`src/hdl/tbk_pkg.sv`:
```
// shared constants for the five-timer tick and count bank
package tbk_pkg;
    // =========================================================
    // bank shape
    localparam int NUM_TIMERS = 5;
    localparam int COUNT_WIDTH = 16;
    // =========================================================
    // tick timing
    localparam int SYS_CLK_HZ = 10000000;
    localparam int SLOW_TICK_DIVIDE = 12;
    localparam logic [3:0] SLOW_TICK_LAST = 4'(SLOW_TICK_DIVIDE - 1);
    // =========================================================
    // reset values
    localparam logic [15:0] COUNT_RESET = 16'h0000;
    localparam logic [15:0] RELOAD_RESET = 16'h0000;
    // =========================================================
    // timer 0/1 modes
    typedef enum logic [1:0] {
        TBK_MODE_13BIT = 2'b00,
        TBK_MODE_16BIT = 2'b01,
        TBK_MODE_8RELOAD = 2'b10,
        TBK_MODE_SPLIT = 2'b11
    } tbk_mode_type;
    // =========================================================
    // timer 2-4 modes
    typedef enum logic [1:0] {
        TBK_AR_RELOAD = 2'b00,
        TBK_AR_CAPTURE = 2'b01,
        TBK_AR_BAUD = 2'b10,
        TBK_AR_IDLE = 2'b11
    } tbk_ar_type;
endpackage

```
`src/hdl/tbk_timer_bank.sv`:
```
// five counter/timers: tick selection, counting and byte access
// =============================================================
// Functional notes
// - five sixteen-bit counter/timers in one bank
// - timers 0/1: 13, 16, 8-reload, split modes
// - timer 2: reload, capture, first port baud
// - timer 3: reload only, no capture/baud
// - timer 4 like 2, baud for second port
// - timer mode increments once per tick
// - tick is clock/1 or clock/12 per timer
// - counter mode increments on falling pin edges
// - events counted up to half clock rate
// - count readable as low and high bytes
`timescale 1ns/10ps
module tbk_timer_bank #(
    parameter int NUM = tbk_pkg::NUM_TIMERS
) (
    input wire logic sys_clk,
    input wire logic rst,
    input wire logic [4:0] timerTickDivideSelects,   // 1 = clock/1, 0 = clock/12
    input wire logic [4:0] counterSelect,            // 1 = count pin edges (ignored for timer 3)
    input wire logic [4:0] runEnable,                // run per timer
    input wire logic [4:0] eventPin,                 // external event inputs
    input wire logic [1:0] mode0,                    // timer 0 mode
    input wire logic [1:0] mode1,                    // timer 1 mode
    input wire logic [1:0] mode2,                    // timer 2 function
    input wire logic [1:0] mode3,                    // timer 3 function (reload only)
    input wire logic [1:0] mode4,                    // timer 4 function
    input wire logic [4:0] captureStrobe,            // capture request per timer
    input wire logic [4:0] loadStrobe,               // software load of count
    input wire logic [15:0] loadValue,               // value for load / reload
    input wire logic [4:0] reloadWrite,              // write reload register
    input wire logic [2:0] readSelect,               // timer to view
    output logic [7:0] readLow,                      // low byte of selected count
    output logic [7:0] readHigh,                     // high byte of selected count
    output logic [4:0] overflow,                     // one-cycle overflow pulses
    output logic firstSerialPortBaud,                // timer 2 baud pulse
    output logic secondSerialPortBaud,               // timer 4 baud pulse
    output logic [15:0] capture2,                    // timer 2 captured count
    output logic [15:0] capture4                     // timer 4 captured count
);
    // =========================================================
    // elaboration check
    if (NUM != 5) begin : g_bad_num
        $error("bank is built for exactly five timers");
    end

    // =========================================================
    // shared clock/12 prescaler
    logic [3:0] preCount;    // prescale counter
    logic slowTick;          // one-cycle enable every twelve clocks
    always_ff @(posedge sys_clk) begin
        if (rst) begin
            preCount <= 4'h0;
        end else if (preCount == tbk_pkg::SLOW_TICK_LAST) begin
            preCount <= 4'h0;
        end else begin
            preCount <= preCount + 4'h1;
        end
    end
    assign slowTick = (preCount == tbk_pkg::SLOW_TICK_LAST);

    // =========================================================
    // per-timer datapath
    logic [15:0] count [5];     // count registers
    logic [15:0] reload [5];    // reload registers
    logic [4:0] step;           // increment enable this cycle
    logic [4:0] syncA;          // first synchroniser stage
    logic [4:0] syncB;          // second synchroniser stage
    logic [4:0] syncPrev;       // previous synchronised sample
    logic [1:0] modeOf [5];

    assign modeOf[0] = mode0;
    assign modeOf[1] = mode1;
    assign modeOf[2] = mode2;
    assign modeOf[3] = (mode3 == tbk_pkg::TBK_AR_IDLE) ? mode3 : tbk_pkg::TBK_AR_RELOAD;
    assign modeOf[4] = mode4;

    genvar gi;
    generate
        for (gi = 0; gi < 5; gi++) begin : g_timer
            // pin sampling; only syncB reads syncA
            always_ff @(posedge sys_clk) begin
                if (rst) begin
                    syncA[gi] <= 1'b1;
                    syncB[gi] <= 1'b1;
                    syncPrev[gi] <= 1'b1;
                end else begin
                    syncA[gi] <= eventPin[gi];
                    syncB[gi] <= syncA[gi];
                    syncPrev[gi] <= syncB[gi];
                end
            end

            // tick source: falling edge, clock, or clock/12; timer 3 is timer-only
            always_comb begin
                if (counterSelect[gi] && gi != 3) begin
                    step[gi] = runEnable[gi] && syncPrev[gi] && !syncB[gi];
                end else begin
                    step[gi] = runEnable[gi] && (timerTickDivideSelects[gi] || slowTick);
                end
            end

            // reload register write
            always_ff @(posedge sys_clk) begin
                if (rst) begin
                    reload[gi] <= tbk_pkg::RELOAD_RESET;
                end else if (reloadWrite[gi]) begin
                    reload[gi] <= loadValue;
                end
            end

            // count update per mode
            always_ff @(posedge sys_clk) begin
                if (rst) begin
                    count[gi] <= tbk_pkg::COUNT_RESET;
                    overflow[gi] <= 1'b0;
                end else if (loadStrobe[gi]) begin
                    count[gi] <= loadValue;
                    overflow[gi] <= 1'b0;
                end else if (gi < 2) begin
                    overflow[gi] <= 1'b0;
                    if (step[gi]) begin
                        case (modeOf[gi])
                            tbk_pkg::TBK_MODE_13BIT: begin
                                // high byte holds 8 msbs, low five bits of low byte hold lsbs
                                if (count[gi][15:8] == 8'hff && count[gi][4:0] == 5'h1f) begin
                                    overflow[gi] <= 1'b1;
                                end
                                if (count[gi][4:0] == 5'h1f) begin
                                    count[gi] <= {count[gi][15:8] + 8'h01, count[gi][7:5], 5'h00};
                                end else begin
                                    count[gi] <= {count[gi][15:5], count[gi][4:0] + 5'h01};
                                end
                            end
                            tbk_pkg::TBK_MODE_8RELOAD: begin
                                if (count[gi][7:0] == 8'hff) begin
                                    count[gi] <= {count[gi][15:8], count[gi][15:8]};
                                    overflow[gi] <= 1'b1;
                                end else begin
                                    count[gi] <= {count[gi][15:8], count[gi][7:0] + 8'h01};
                                end
                            end
                            tbk_pkg::TBK_MODE_SPLIT: begin
                                // timer 0 runs two 8-bit halves; timer 1 holds in this mode
                                if (gi == 0) begin
                                    count[gi] <= {count[gi][15:8] + 8'h01, count[gi][7:0] + 8'h01};
                                    overflow[gi] <= (count[gi][7:0] == 8'hff);
                                end
                            end
                            default: begin // 16-bit
                                count[gi] <= count[gi] + 16'h0001;
                                overflow[gi] <= (count[gi] == 16'hffff);
                            end
                        endcase
                    end
                end else begin
                    overflow[gi] <= 1'b0;
                    if (step[gi] && modeOf[gi] != tbk_pkg::TBK_AR_IDLE) begin
                        if (count[gi] == 16'hffff) begin
                            // reload on overflow in reload, capture and baud functions
                            count[gi] <= reload[gi];
                            overflow[gi] <= 1'b1;
                        end else begin
                            count[gi] <= count[gi] + 16'h0001;
                        end
                    end
                end
            end
        end
    endgenerate

    // =========================================================
    // capture registers; timer 3 has none
    always_ff @(posedge sys_clk) begin
        if (rst) begin
            capture2 <= tbk_pkg::COUNT_RESET;
            capture4 <= tbk_pkg::COUNT_RESET;
        end else begin
            if (captureStrobe[2] && mode2 == tbk_pkg::TBK_AR_CAPTURE) begin
                capture2 <= count[2];
            end
            if (captureStrobe[4] && mode4 == tbk_pkg::TBK_AR_CAPTURE) begin
                capture4 <= count[4];
            end
        end
    end

    // =========================================================
    // baud pulses: timer 2 to first port, timer 4 to second
    always_ff @(posedge sys_clk) begin
        if (rst) begin
            firstSerialPortBaud <= 1'b0;
            secondSerialPortBaud <= 1'b0;
        end else begin
            // a software load beats the wrap, so no baud pulse is sent for it
            firstSerialPortBaud <= step[2] && !loadStrobe[2] && mode2 == tbk_pkg::TBK_AR_BAUD
                && count[2] == 16'hffff;
            secondSerialPortBaud <= step[4] && !loadStrobe[4] && mode4 == tbk_pkg::TBK_AR_BAUD
                && count[4] == 16'hffff;
        end
    end

    // =========================================================
    // byte view of a selected count
    always_ff @(posedge sys_clk) begin
        if (rst) begin
            readLow <= 8'h00;
            readHigh <= 8'h00;
        end else if (readSelect < 3'h5) begin
            readLow <= count[readSelect][7:0];
            readHigh <= count[readSelect][15:8];
        end else begin
            readLow <= 8'h00;
            readHigh <= 8'h00;
        end
    end

    // =========================================================
    // assertions
    a_fast_tick_count: assert property (@(posedge sys_clk) disable iff (rst)
        (runEnable[1] && !counterSelect[1] && timerTickDivideSelects[1] && mode1 == 2'b01
         && !loadStrobe[1] && !$past(rst)) |=> count[1] == $past(count[1]) + 16'h0001)
        else $error("fast tick did not add one");
    a_slow_tick_period: assert property (@(posedge sys_clk) disable iff (rst)
        slowTick |=> !slowTick [*8] ##1 !slowTick [*3] ##1 slowTick)
        else $error("slow tick period is not twelve");
    a_fall_edge_step: assert property (@(posedge sys_clk) disable iff (rst)
        (counterSelect[0] && runEnable[0] && $fell(syncB[0])) |-> step[0])
        else $error("falling edge not counted");
    a_no_rise_step: assert property (@(posedge sys_clk) disable iff (rst)
        (counterSelect[0] && syncB[0]) |-> !step[0])
        else $error("counted without falling edge");
    a_reload_wrap: assert property (@(posedge sys_clk) disable iff (rst)
        (step[3] && count[3] == 16'hffff && !loadStrobe[3] && mode3 != 2'b11) |=> count[3] == $past(reload[3]))
        else $error("timer 3 reload missed");
    a_baud_second: assert property (@(posedge sys_clk) disable iff (rst)
        secondSerialPortBaud |-> $past(count[4]) == 16'hffff)
        else $error("second port baud without wrap");
    a_capture_hold: assert property (@(posedge sys_clk) disable iff (rst)
        (captureStrobe[2] && mode2 == 2'b01) |=> capture2 == $past(count[2]))
        else $error("capture lost");
    a_byte_view: assert property (@(posedge sys_clk) disable iff (rst)
        (readSelect == 3'h0) |=> {readHigh, readLow} == $past(count[0]))
        else $error("byte view mismatch");
    c_pin_count: cover property (@(posedge sys_clk) counterSelect[0] && step[0]);
    c_slow_step: cover property (@(posedge sys_clk) !timerTickDivideSelects[2] && step[2]);
    c_overflow16: cover property (@(posedge sys_clk) overflow[4]);
endmodule // tbk_timer_bank

```
`config.mk`:
```
export PLATFORM = sky130hd
export DESIGN_NAME = tbk_timer_bank
export DESIGN_NICKNAME = d
export VERILOG_FILES = /design/src/hdl/tbk_pkg.sv /design/src/hdl/tbk_timer_bank.sv
export SDC_FILE = /design/constraint.sdc
export NUM_CORES = 1
export LEC_CHECK = 0
export BUFFER_PORTS_ARGS = -buffer_cell sky130_fd_sc_hd__buf_2
export CORE_MARGIN = 2
export CORE_UTILIZATION = 29
export CTS_BUF_LIST = sky130_fd_sc_hd__clkbuf_4 sky130_fd_sc_hd__clkbuf_8 sky130_fd_sc_hd__clkbuf_16
export DETAILED_ROUTE_END_ITERATION = 8
export RECOVER_POWER = 25
export SLEW_MARGIN = 40
export SYNTH_ARGS = -nofsm -noshare
export SYNTH_HDL_FRONTEND = slang
export SYNTH_SLANG_ARGS = --single-unit
```
`constraint.sdc`:
```
create_clock -name sys_clk -period 1.9 [get_ports sys_clk]
set_input_delay 0.285 -clock sys_clk [delete_from_list [all_inputs] [get_ports sys_clk]]
set_output_delay 0.285 -clock sys_clk [all_outputs]
set_load 0.02 [all_outputs]
```
; ---- After elaboration in Yosys (flattened, before gate mapping)
; Memory sizes are Yosys's and may differ from the RTL's. A register that Yosys moved wholly into a read port is not among the register bits.
; Index checks and enable logic that the tools add are counted.
[op_classes]
n_reduce_logical = 45
n_eq_ne = 24
mux = 161
shift = 0
n_bitwise = 30
addsub = 12
n_div = 0
magnitude_cmp = 1
n_mul = 0
[op_table]
columns = cell, count
row1 = 16-bit 2-to-1 mux, 27
row2 = 1-bit 2-to-1 mux, 131
row3 = "16-bit by 1-bit adder with 16-bit output, second input constant", 5
row4 = "16-bit == test, second input constant", 5
row5 = "8-bit by 1-bit adder with 8-bit output, second input constant", 4
row6 = "8-bit == test, second input constant", 4
row7 = 1-bit bitwise OR, 27
row8 = 1-bit logical AND, 26
row9 = "2-bit == test, second input constant", 7
row10 = 3-bit OR reduction, 4
row11 = "5-bit by 1-bit adder with 5-bit output, second input constant", 2
row12 = "5-bit == test, second input constant", 2
row13 = 1-bit logical NOT, 6
row14 = "2-bit inequality test, second input constant", 3
row15 = 1-bit one-hot mux with 3 select lines, 2
row16 = 1-bit logical OR, 5
row17 = "4-bit by 1-bit adder with 4-bit output, second input constant", 1
row18 = "2-bit by 1-bit == test with 1-bit output, second input constant", 2
row19 = "4-bit == test, second input constant", 1
row20 = 2-bit logical NOT, 2
row21 = 2-bit OR reduction, 2
row22 = "3-bit < comparator, second input constant", 1
row23 = 1-bit inverter, 3
row24 = 2-bit 2-to-1 mux, 1
[totals]
rom_bits = 0
latch_bits = 0
in_bits = 66
regBits = 55
ramBits = 160
memories = 2
[mem_list]
columns = name, depth, word_bits, read_ports, rd_clocked_by_memory_dff, write_ports, line
row1 = count, 5, 16, 6, 1, 5, tbk_timer_bank.sv:65  ; logic [15:0] count [5];
row2 = reload, 5, 16, 3, 0, 5, tbk_timer_bank.sv:66  ; logic [15:0] reload [5];

; ---- Depth between registers and ports, before layout
; Gate-level depths: netlist of the first run.
[depth]
ltp_word = 14
ltp_mapped = 9

; ---- Worst setup path before layout of the first run
; OpenSTA, ideal clock, no wires.
[synth_timing]
path_kind = flip-flop to flip-flop
startpoint = mem count[0][0]
endpoint = mem count[0][8] (data pin)
setup_time_ns = 0.257
path_slack_ns = -0.192
arrival_ns = 1.836
n_path_buf = 1
synth_period_minus_slack_ns = 2.092
path_stages_with_launch = 9
cell_sequence = edfxtp_1 ha_1 and3_1 clkbuf_1 ha_1 nor2b_1 o21ai_0 a22oi_1 a32o_1
[synth_rtl]
columns = item, line
row1 = from (decl), tbk_timer_bank.sv:65

==> impl_metrics.yaml, run 1 <==
outcome:
  outcome: "finished, violations left"
  violations: "setup timing"
final_layout:
  n_antenna_cell: 0
  fin_nets: 1400
  area_delta_synth_final_pct: 36.3
  final_common_cell: "nand2_1"
  drive_gt1_frac: 0.369
  final_cell_mix: "177 x nand2_1, 143 x buf_4, 128 x edfxtp_1, 112 x buf_2, 69 x dfxtp_1"
floorplanning:
  coreArea_mm2: 0.0357
  chipHeight_um: 195
  io_pins: 121
  rows: 69
  start_util: 0.296
  dieArea_mm2: 0.0380
  die_w_um: 195
sta:
  period_minus_slack_ps: 2000
  skew_ps: 11.2
  tightest_slew_ps: 771
  relSlewSlack: 0.484
  setup_tns_ps: -2110
  rsz0062_at_grt: "true"
  fin_ws_ps: -100
  setup_viol: 45
  max_freq_ghz: 0.500
  slew_viol_final: 0
  period_share: 1.05
  hold_viol: 0
detailed_routing:
  drc: 0
  vias: 9219
  routedWlPerCell_um: 19.5
  drtPass1Iterations: 7
  drt_iter0_markers: 1013
  routed_wl_mm: 35.0
  ant_nets: 0
  via_per_inst: 5.13
yosys:
  yosysUniqueCellTypes: 69
  synth-edff-count: 128
  yosys.area.top_type: "edfxtp_1"
  synthAdderAreaFrac: 0.0118
  synth_compound_area_frac: 0.128
  synth_area_leaders: "edfxtp_1 36%, dfxtp_1 13%, nand2_1 6.7%"
  yosysWarnings: 0
  syn_nets: 1143
  ys.flop_type: "edfxtp_1"
  synth.top_cell.area_share: 0.364
  syn_avg_cell_area_um2: 9.91
  synthMuxAreaShare: 0.0706
  synth_cells: 1067
  seq_area_frac_synth: 0.498
  synth-xor-area-share: 0.0514
  synth_top_family_by_area: "simple AND/OR/NAND/NOR gates"
  netlist_area_mm2: 0.0106
  synthSimpleGateAreaFrac: 0.210
  ys_ff_latch: 199
  synth-async-reset-ratio: 0
worst_setup_path:
  crit_path_end_kind: "flip-flop"
  path_buf_inv: 1
  slowest_delay_ps: 440
  critical-path-slowest-cell: "or3_4"
  worstPathRequired_ps: 2190
  crit_top_cell: "or3_4"
  crit_arrival_ps: 2290
  crit_path_max_fanout: 10
  crit_path_start_kind: "flip-flop"
  crit_family: "simple AND/OR/NAND/NOR gates"
  path_cells: "nand4_1 > or3_4 > or3_4 > buf_8 > and2_4 > a22oi_2"
  crit_type: "reg -> reg"
grt:
  grt_usage: 0.179
  antenna_found_initial: 1
  grt.overflow.total: 0
  grt_pass1_vias: 8715
  grt_start_max_net_pins: 32
  grt_pass1_wl_mm: 51.5
placed_design:
  post-place-ws_ps: -277
  place.detailed.hpwl_mm: 25.2
  gp_congestion: 0.929
  port_buffers: 113
flow_run:
  max_cap_viol_count: 0
clock_network:
  htreeDepth: 4
  clk_path_buf_depth: 2
  cts_sinks: 199
  cts-buffers-inserted: 17
  cts_tree: "done"
  clk_latency_ps: 450
  cts-root-buf: "clkbuf_16"
  clk_pin_slew_ps: 80
power_and_ir_drop:
  peakVddDrop_v: 0.000493
  leakage_nw: 5.76
  p_per_area_mw_per_mm2: 729
hold_path:
  hold_path_class: "in -> reg"
[cells by family after synthesis]
kind of cell / count (synthesis)
adder cells (fa/ha/maj): 10
multiplexers: 54
XOR/XNOR: 62
AO/OA/AOI/OAI: 212
flip-flops: 199
buffers and inverters: 75
AND/OR/NAND/NOR: 455
[flip-flops by register name, indices dropped and copies added (netlist names)]
signal                flops
capture2                 16
capture4                 16
count                    80
firstSerialPortBaud       1
overflow                  5
preCount                  4
readHigh                  8
readLow                   8
reload                   48
secondSerialPortBaud      1
syncA                     4
syncB                     4
syncPrev                  4
[worst paths after layout]
kind | end | cells after the start | slack [ps] | startpoint
max reg2reg | count[3][15] | 6 | -100 | count[3][9]
min | syncA[2] | 2 | 20 | eventPin[2]
max | count[3][15] | 6 | -100 | count[3][9]
min reg2reg | syncB[0] | 1 | 410 | syncA[0]
[stage by stage]
stage                     std cells  hold slack, ps  total power, mW   util  instance area, um^2
final                          1798            18.2             10.5  0.403                14400
after global routing           1798            12.9             10.9  0.403                14400
after CTS                      1777            2.53             10.4  0.383                13700
after global placement         1735             392             6.63  0.357                12800
after detailed placement       1735             397             6.66  0.358                12800
after floorplan                1067             364             5.89      -                10700
[Yosys cell counts, types with 4 or more instances]
| cell type | number |
|---|---|
| and2_1 | 53 |
| a22oi_2 | 10 |
| or2_2 | 18 |
| nand2_1 | 188 |
| o22ai_1 | 4 |
| dfxtp_1 | 71 |
| a221o_1 | 5 |
| and4_1 | 7 |
| xnor2_1 | 34 |
| and3_1 | 13 |
| nor4_1 | 7 |
| nand4_1 | 15 |
| nor2_1 | 63 |
| nand3_1 | 38 |
| edfxtp_1 | 128 |
| o21ai_0 | 68 |
| inv_1 | 13 |
| mux4_2 | 15 |
| a22oi_1 | 23 |
| nor2b_1 | 11 |
| xor2_1 | 28 |
| o31ai_1 | 6 |
| a21oi_1 | 63 |
| mux2i_1 | 37 |
| nand2b_1 | 8 |
| clkbuf_1 | 55 |
| nor3_1 | 12 |
| ha_1 | 10 |
[timing repair]
action,4_1_cts,5_1_grt
gates cloned,3,4
hold buffers,0,0
resized for setup,57,151
pin swaps,14,57
endpoints found under the setup margin,119,136
buffers inserted,7,17
[routing by layer]
| metal | global-route usage | routed length (um) |
|---|---|---|
| met1 | 0.246 | 15600 |
| met2 | 0.285 | 16400 |
| met3 | 0.0279 | 2100 |
| met4 | 0.0645 | 896 |
| met5 | 0 | 13 |
[final cells by class]
cell class / count / area (um^2)
multi-input combinational: 794 / 5650
clock buffer: 19 / 464
timing repair buffer: 299 / 2260
sequential: 199 / 5270
fill: 3471 / 21300
clock inverter: 13 / 144
tap: 461 / 577
inverter: 13 / 48.8
[power breakdown]
part           internal [mW]  total [mW]  leakage (nW)  switching [mW]
combinational          0.702        1.65          3.48           0.949
clock                   1.88        3.77         0.302            1.88
sequential              4.91        5.08          1.98           0.177
total                   7.49        10.5          5.76            3.01
No activity file was read; power rests on OpenSTA's default activity.
==> run 2: changes to the inputs <==
- clock period: 1.9 -> 2.4 ns (I/O delays scaled with it)
==> run 2 against run 1 <==
- the flow now finishes without violations
- sequential power down 20%
- combinational power down 39%
- clock skew up 4.5 ps
- largest cell class is now flip-flops and latches
==> impl_metrics.yaml, run 2 (synthesis results as in run 1) <==
outcome:
  outcome: "finished, final reports clean"
final_layout:
  area_delta_synth_final_pct: 19.9
  postLayoutCellArea_mm2: 0.0127
  final_cells: 1688
  final_common_cell: "nand2_1"
  fin_nets: 1289
  final_core_util: 0.355
  top_regs: "count (80), reload (48)"
  largest_reg_flops: 80
  top_register: "count"
  drive_gt1_frac: 0.215
  final_cell_mix: "187 x nand2_1, 128 x edfxtp_1, 96 x buf_2, 71 x dfxtp_1, 71 x buf_4"
sta:
  skew_ps: 15.7
  period_share: 0.947
  max_freq_ghz: 0.440
  period_minus_slack_ps: 2270
  tightest_slew_ps: 986
  hold_viol: 0
  slew_viol_final: 0
  setup_viol: 0
  hold_ws_ps: 91.0
  setup_tns_ps: 0
  fin_ws_ps: 126
  relSlewSlack: 0.343
  rsz0062_at_grt: "false"
detailed_routing:
  drt_iter0_markers: 896
  drc: 0
  drtPass1Iterations: 5
  routed_wl_mm: 33.1
  routedWlPerCell_um: 19.6
  ant_nets: 0
  via_per_inst: 5.16
  vias: 8716
power_and_ir_drop:
  p_per_area_mw_per_mm2: 640
  p_int_mw: 5.81
  swShare: 0.284
  leakage_nw: 4.91
  finalPower_mw: 8.11
  comb_power_share: 0.124
  peakVddDrop_v: 0.000402
  p_clk_frac: 0.372
  seqPwrFrac: 0.503
  p_sw_mw: 2.30
worst_setup_path:
  crit_path_max_fanout: 17
  crit_path_end_kind: "flip-flop"
  reg2reg_from: "preCount[0]"
  crit_path_start: "preCount[0]"
  crit_arrival_ps: 2560
  crit_path_start_kind: "flip-flop"
  worstPathRequired_ps: 2690
  crit_type: "reg -> reg"
placed_design:
  gp_congestion: 0.920
  place.detailed.hpwl_mm: 24.2
  post-place-ws_ps: 62.7
  placed_area_mm2: 0.0121
  dp_cells: 1654
  port_buffers: 113
clock_network:
  holdBufCountCts: 0
  cts_sinks: 199
  clk_latency_ps: 450
  htreeDepth: 4
  clk_pin_slew_ps: 80
  cts-buffers-inserted: 17
  cts-root-buf: "clkbuf_16"
  cts_tree: "done"
  clk_path_buf_depth: 2
grt:
  grt_pass1_wl_mm: 50.4
  antenna_found_initial: 5
  grt.overflow.total: 0
  grt_pass1_vias: 8437
  grt_usage: 0.175
  grt_start_max_net_pins: 33
flow_run:
  max_cap_viol_count: 0
floorplanning:
  coreArea_mm2: 0.0357
  die_w_um: 195
  chipHeight_um: 195
  dieArea_mm2: 0.0380
  start_util: 0.296
  rows: 69
  io_pins: 121
hold_path:
  hold_path_class: "in -> reg"
  min_from: "eventPin[1]"
[run 2: final timing paths]
kind | endpoint | slack (ps) | cells after the start
max reg2reg | count[3][4] | 130 | 7
min reg2reg | syncB[0] | 420 | 1
min | syncA[1] | 90 | 2
max | count[3][4] | 130 | 7
[run 2: worst max-delay path, stage by stage (launching register included)]
cell      delay (ps)
dfxtp_1          340
ha_1             250
and3b_1          210
o211ai_1         590
nor3_1            90
buf_4            210
and2_4           220
a22oi_1          200
[run 2: power by group through the flow]
stage / Clock [mW] / Sequential (mW) / Combinational, mW
floorplan: 0 / 4.13 / 0.524
global placement: 0 / 4.15 / 0.986
detailed placement: 0 / 4.15 / 0.999
CTS: 3.06 / 4.08 / 1.00
global route: 3.20 / 4.11 / 1.09
finish: 3.02 / 4.08 / 1.01
[run 2: layout make-up]
class	count	area (um^2)
clock buffer	17	425
sequential	199	5270
clock inverter	15	194
inverter	13	48.8
multi-input combinational	793	5020
tap	461	577
timing repair buffer	189	1140
fill	3618	23100
antenna	1	2.50
[run 2: what timing repair did]
| item | in CTS | in global routing |
|---|---|---|
| endpoints found under the hold margin | 0 | 0 |
| endpoints found under the setup margin | 0 | 30 |
| buffers inserted | 0 | 1 |
| resized for setup | 0 | 6 |
[run 2: routing by layer]
layer,track usage,part of all wire,vias to the layer above
li1,-,-,4143
met1,0.240,0.46,4168
met5,0,0.0010,-
met4,0.0608,0.021,6
met2,0.278,0.45,348
met3,0.0321,0.072,51
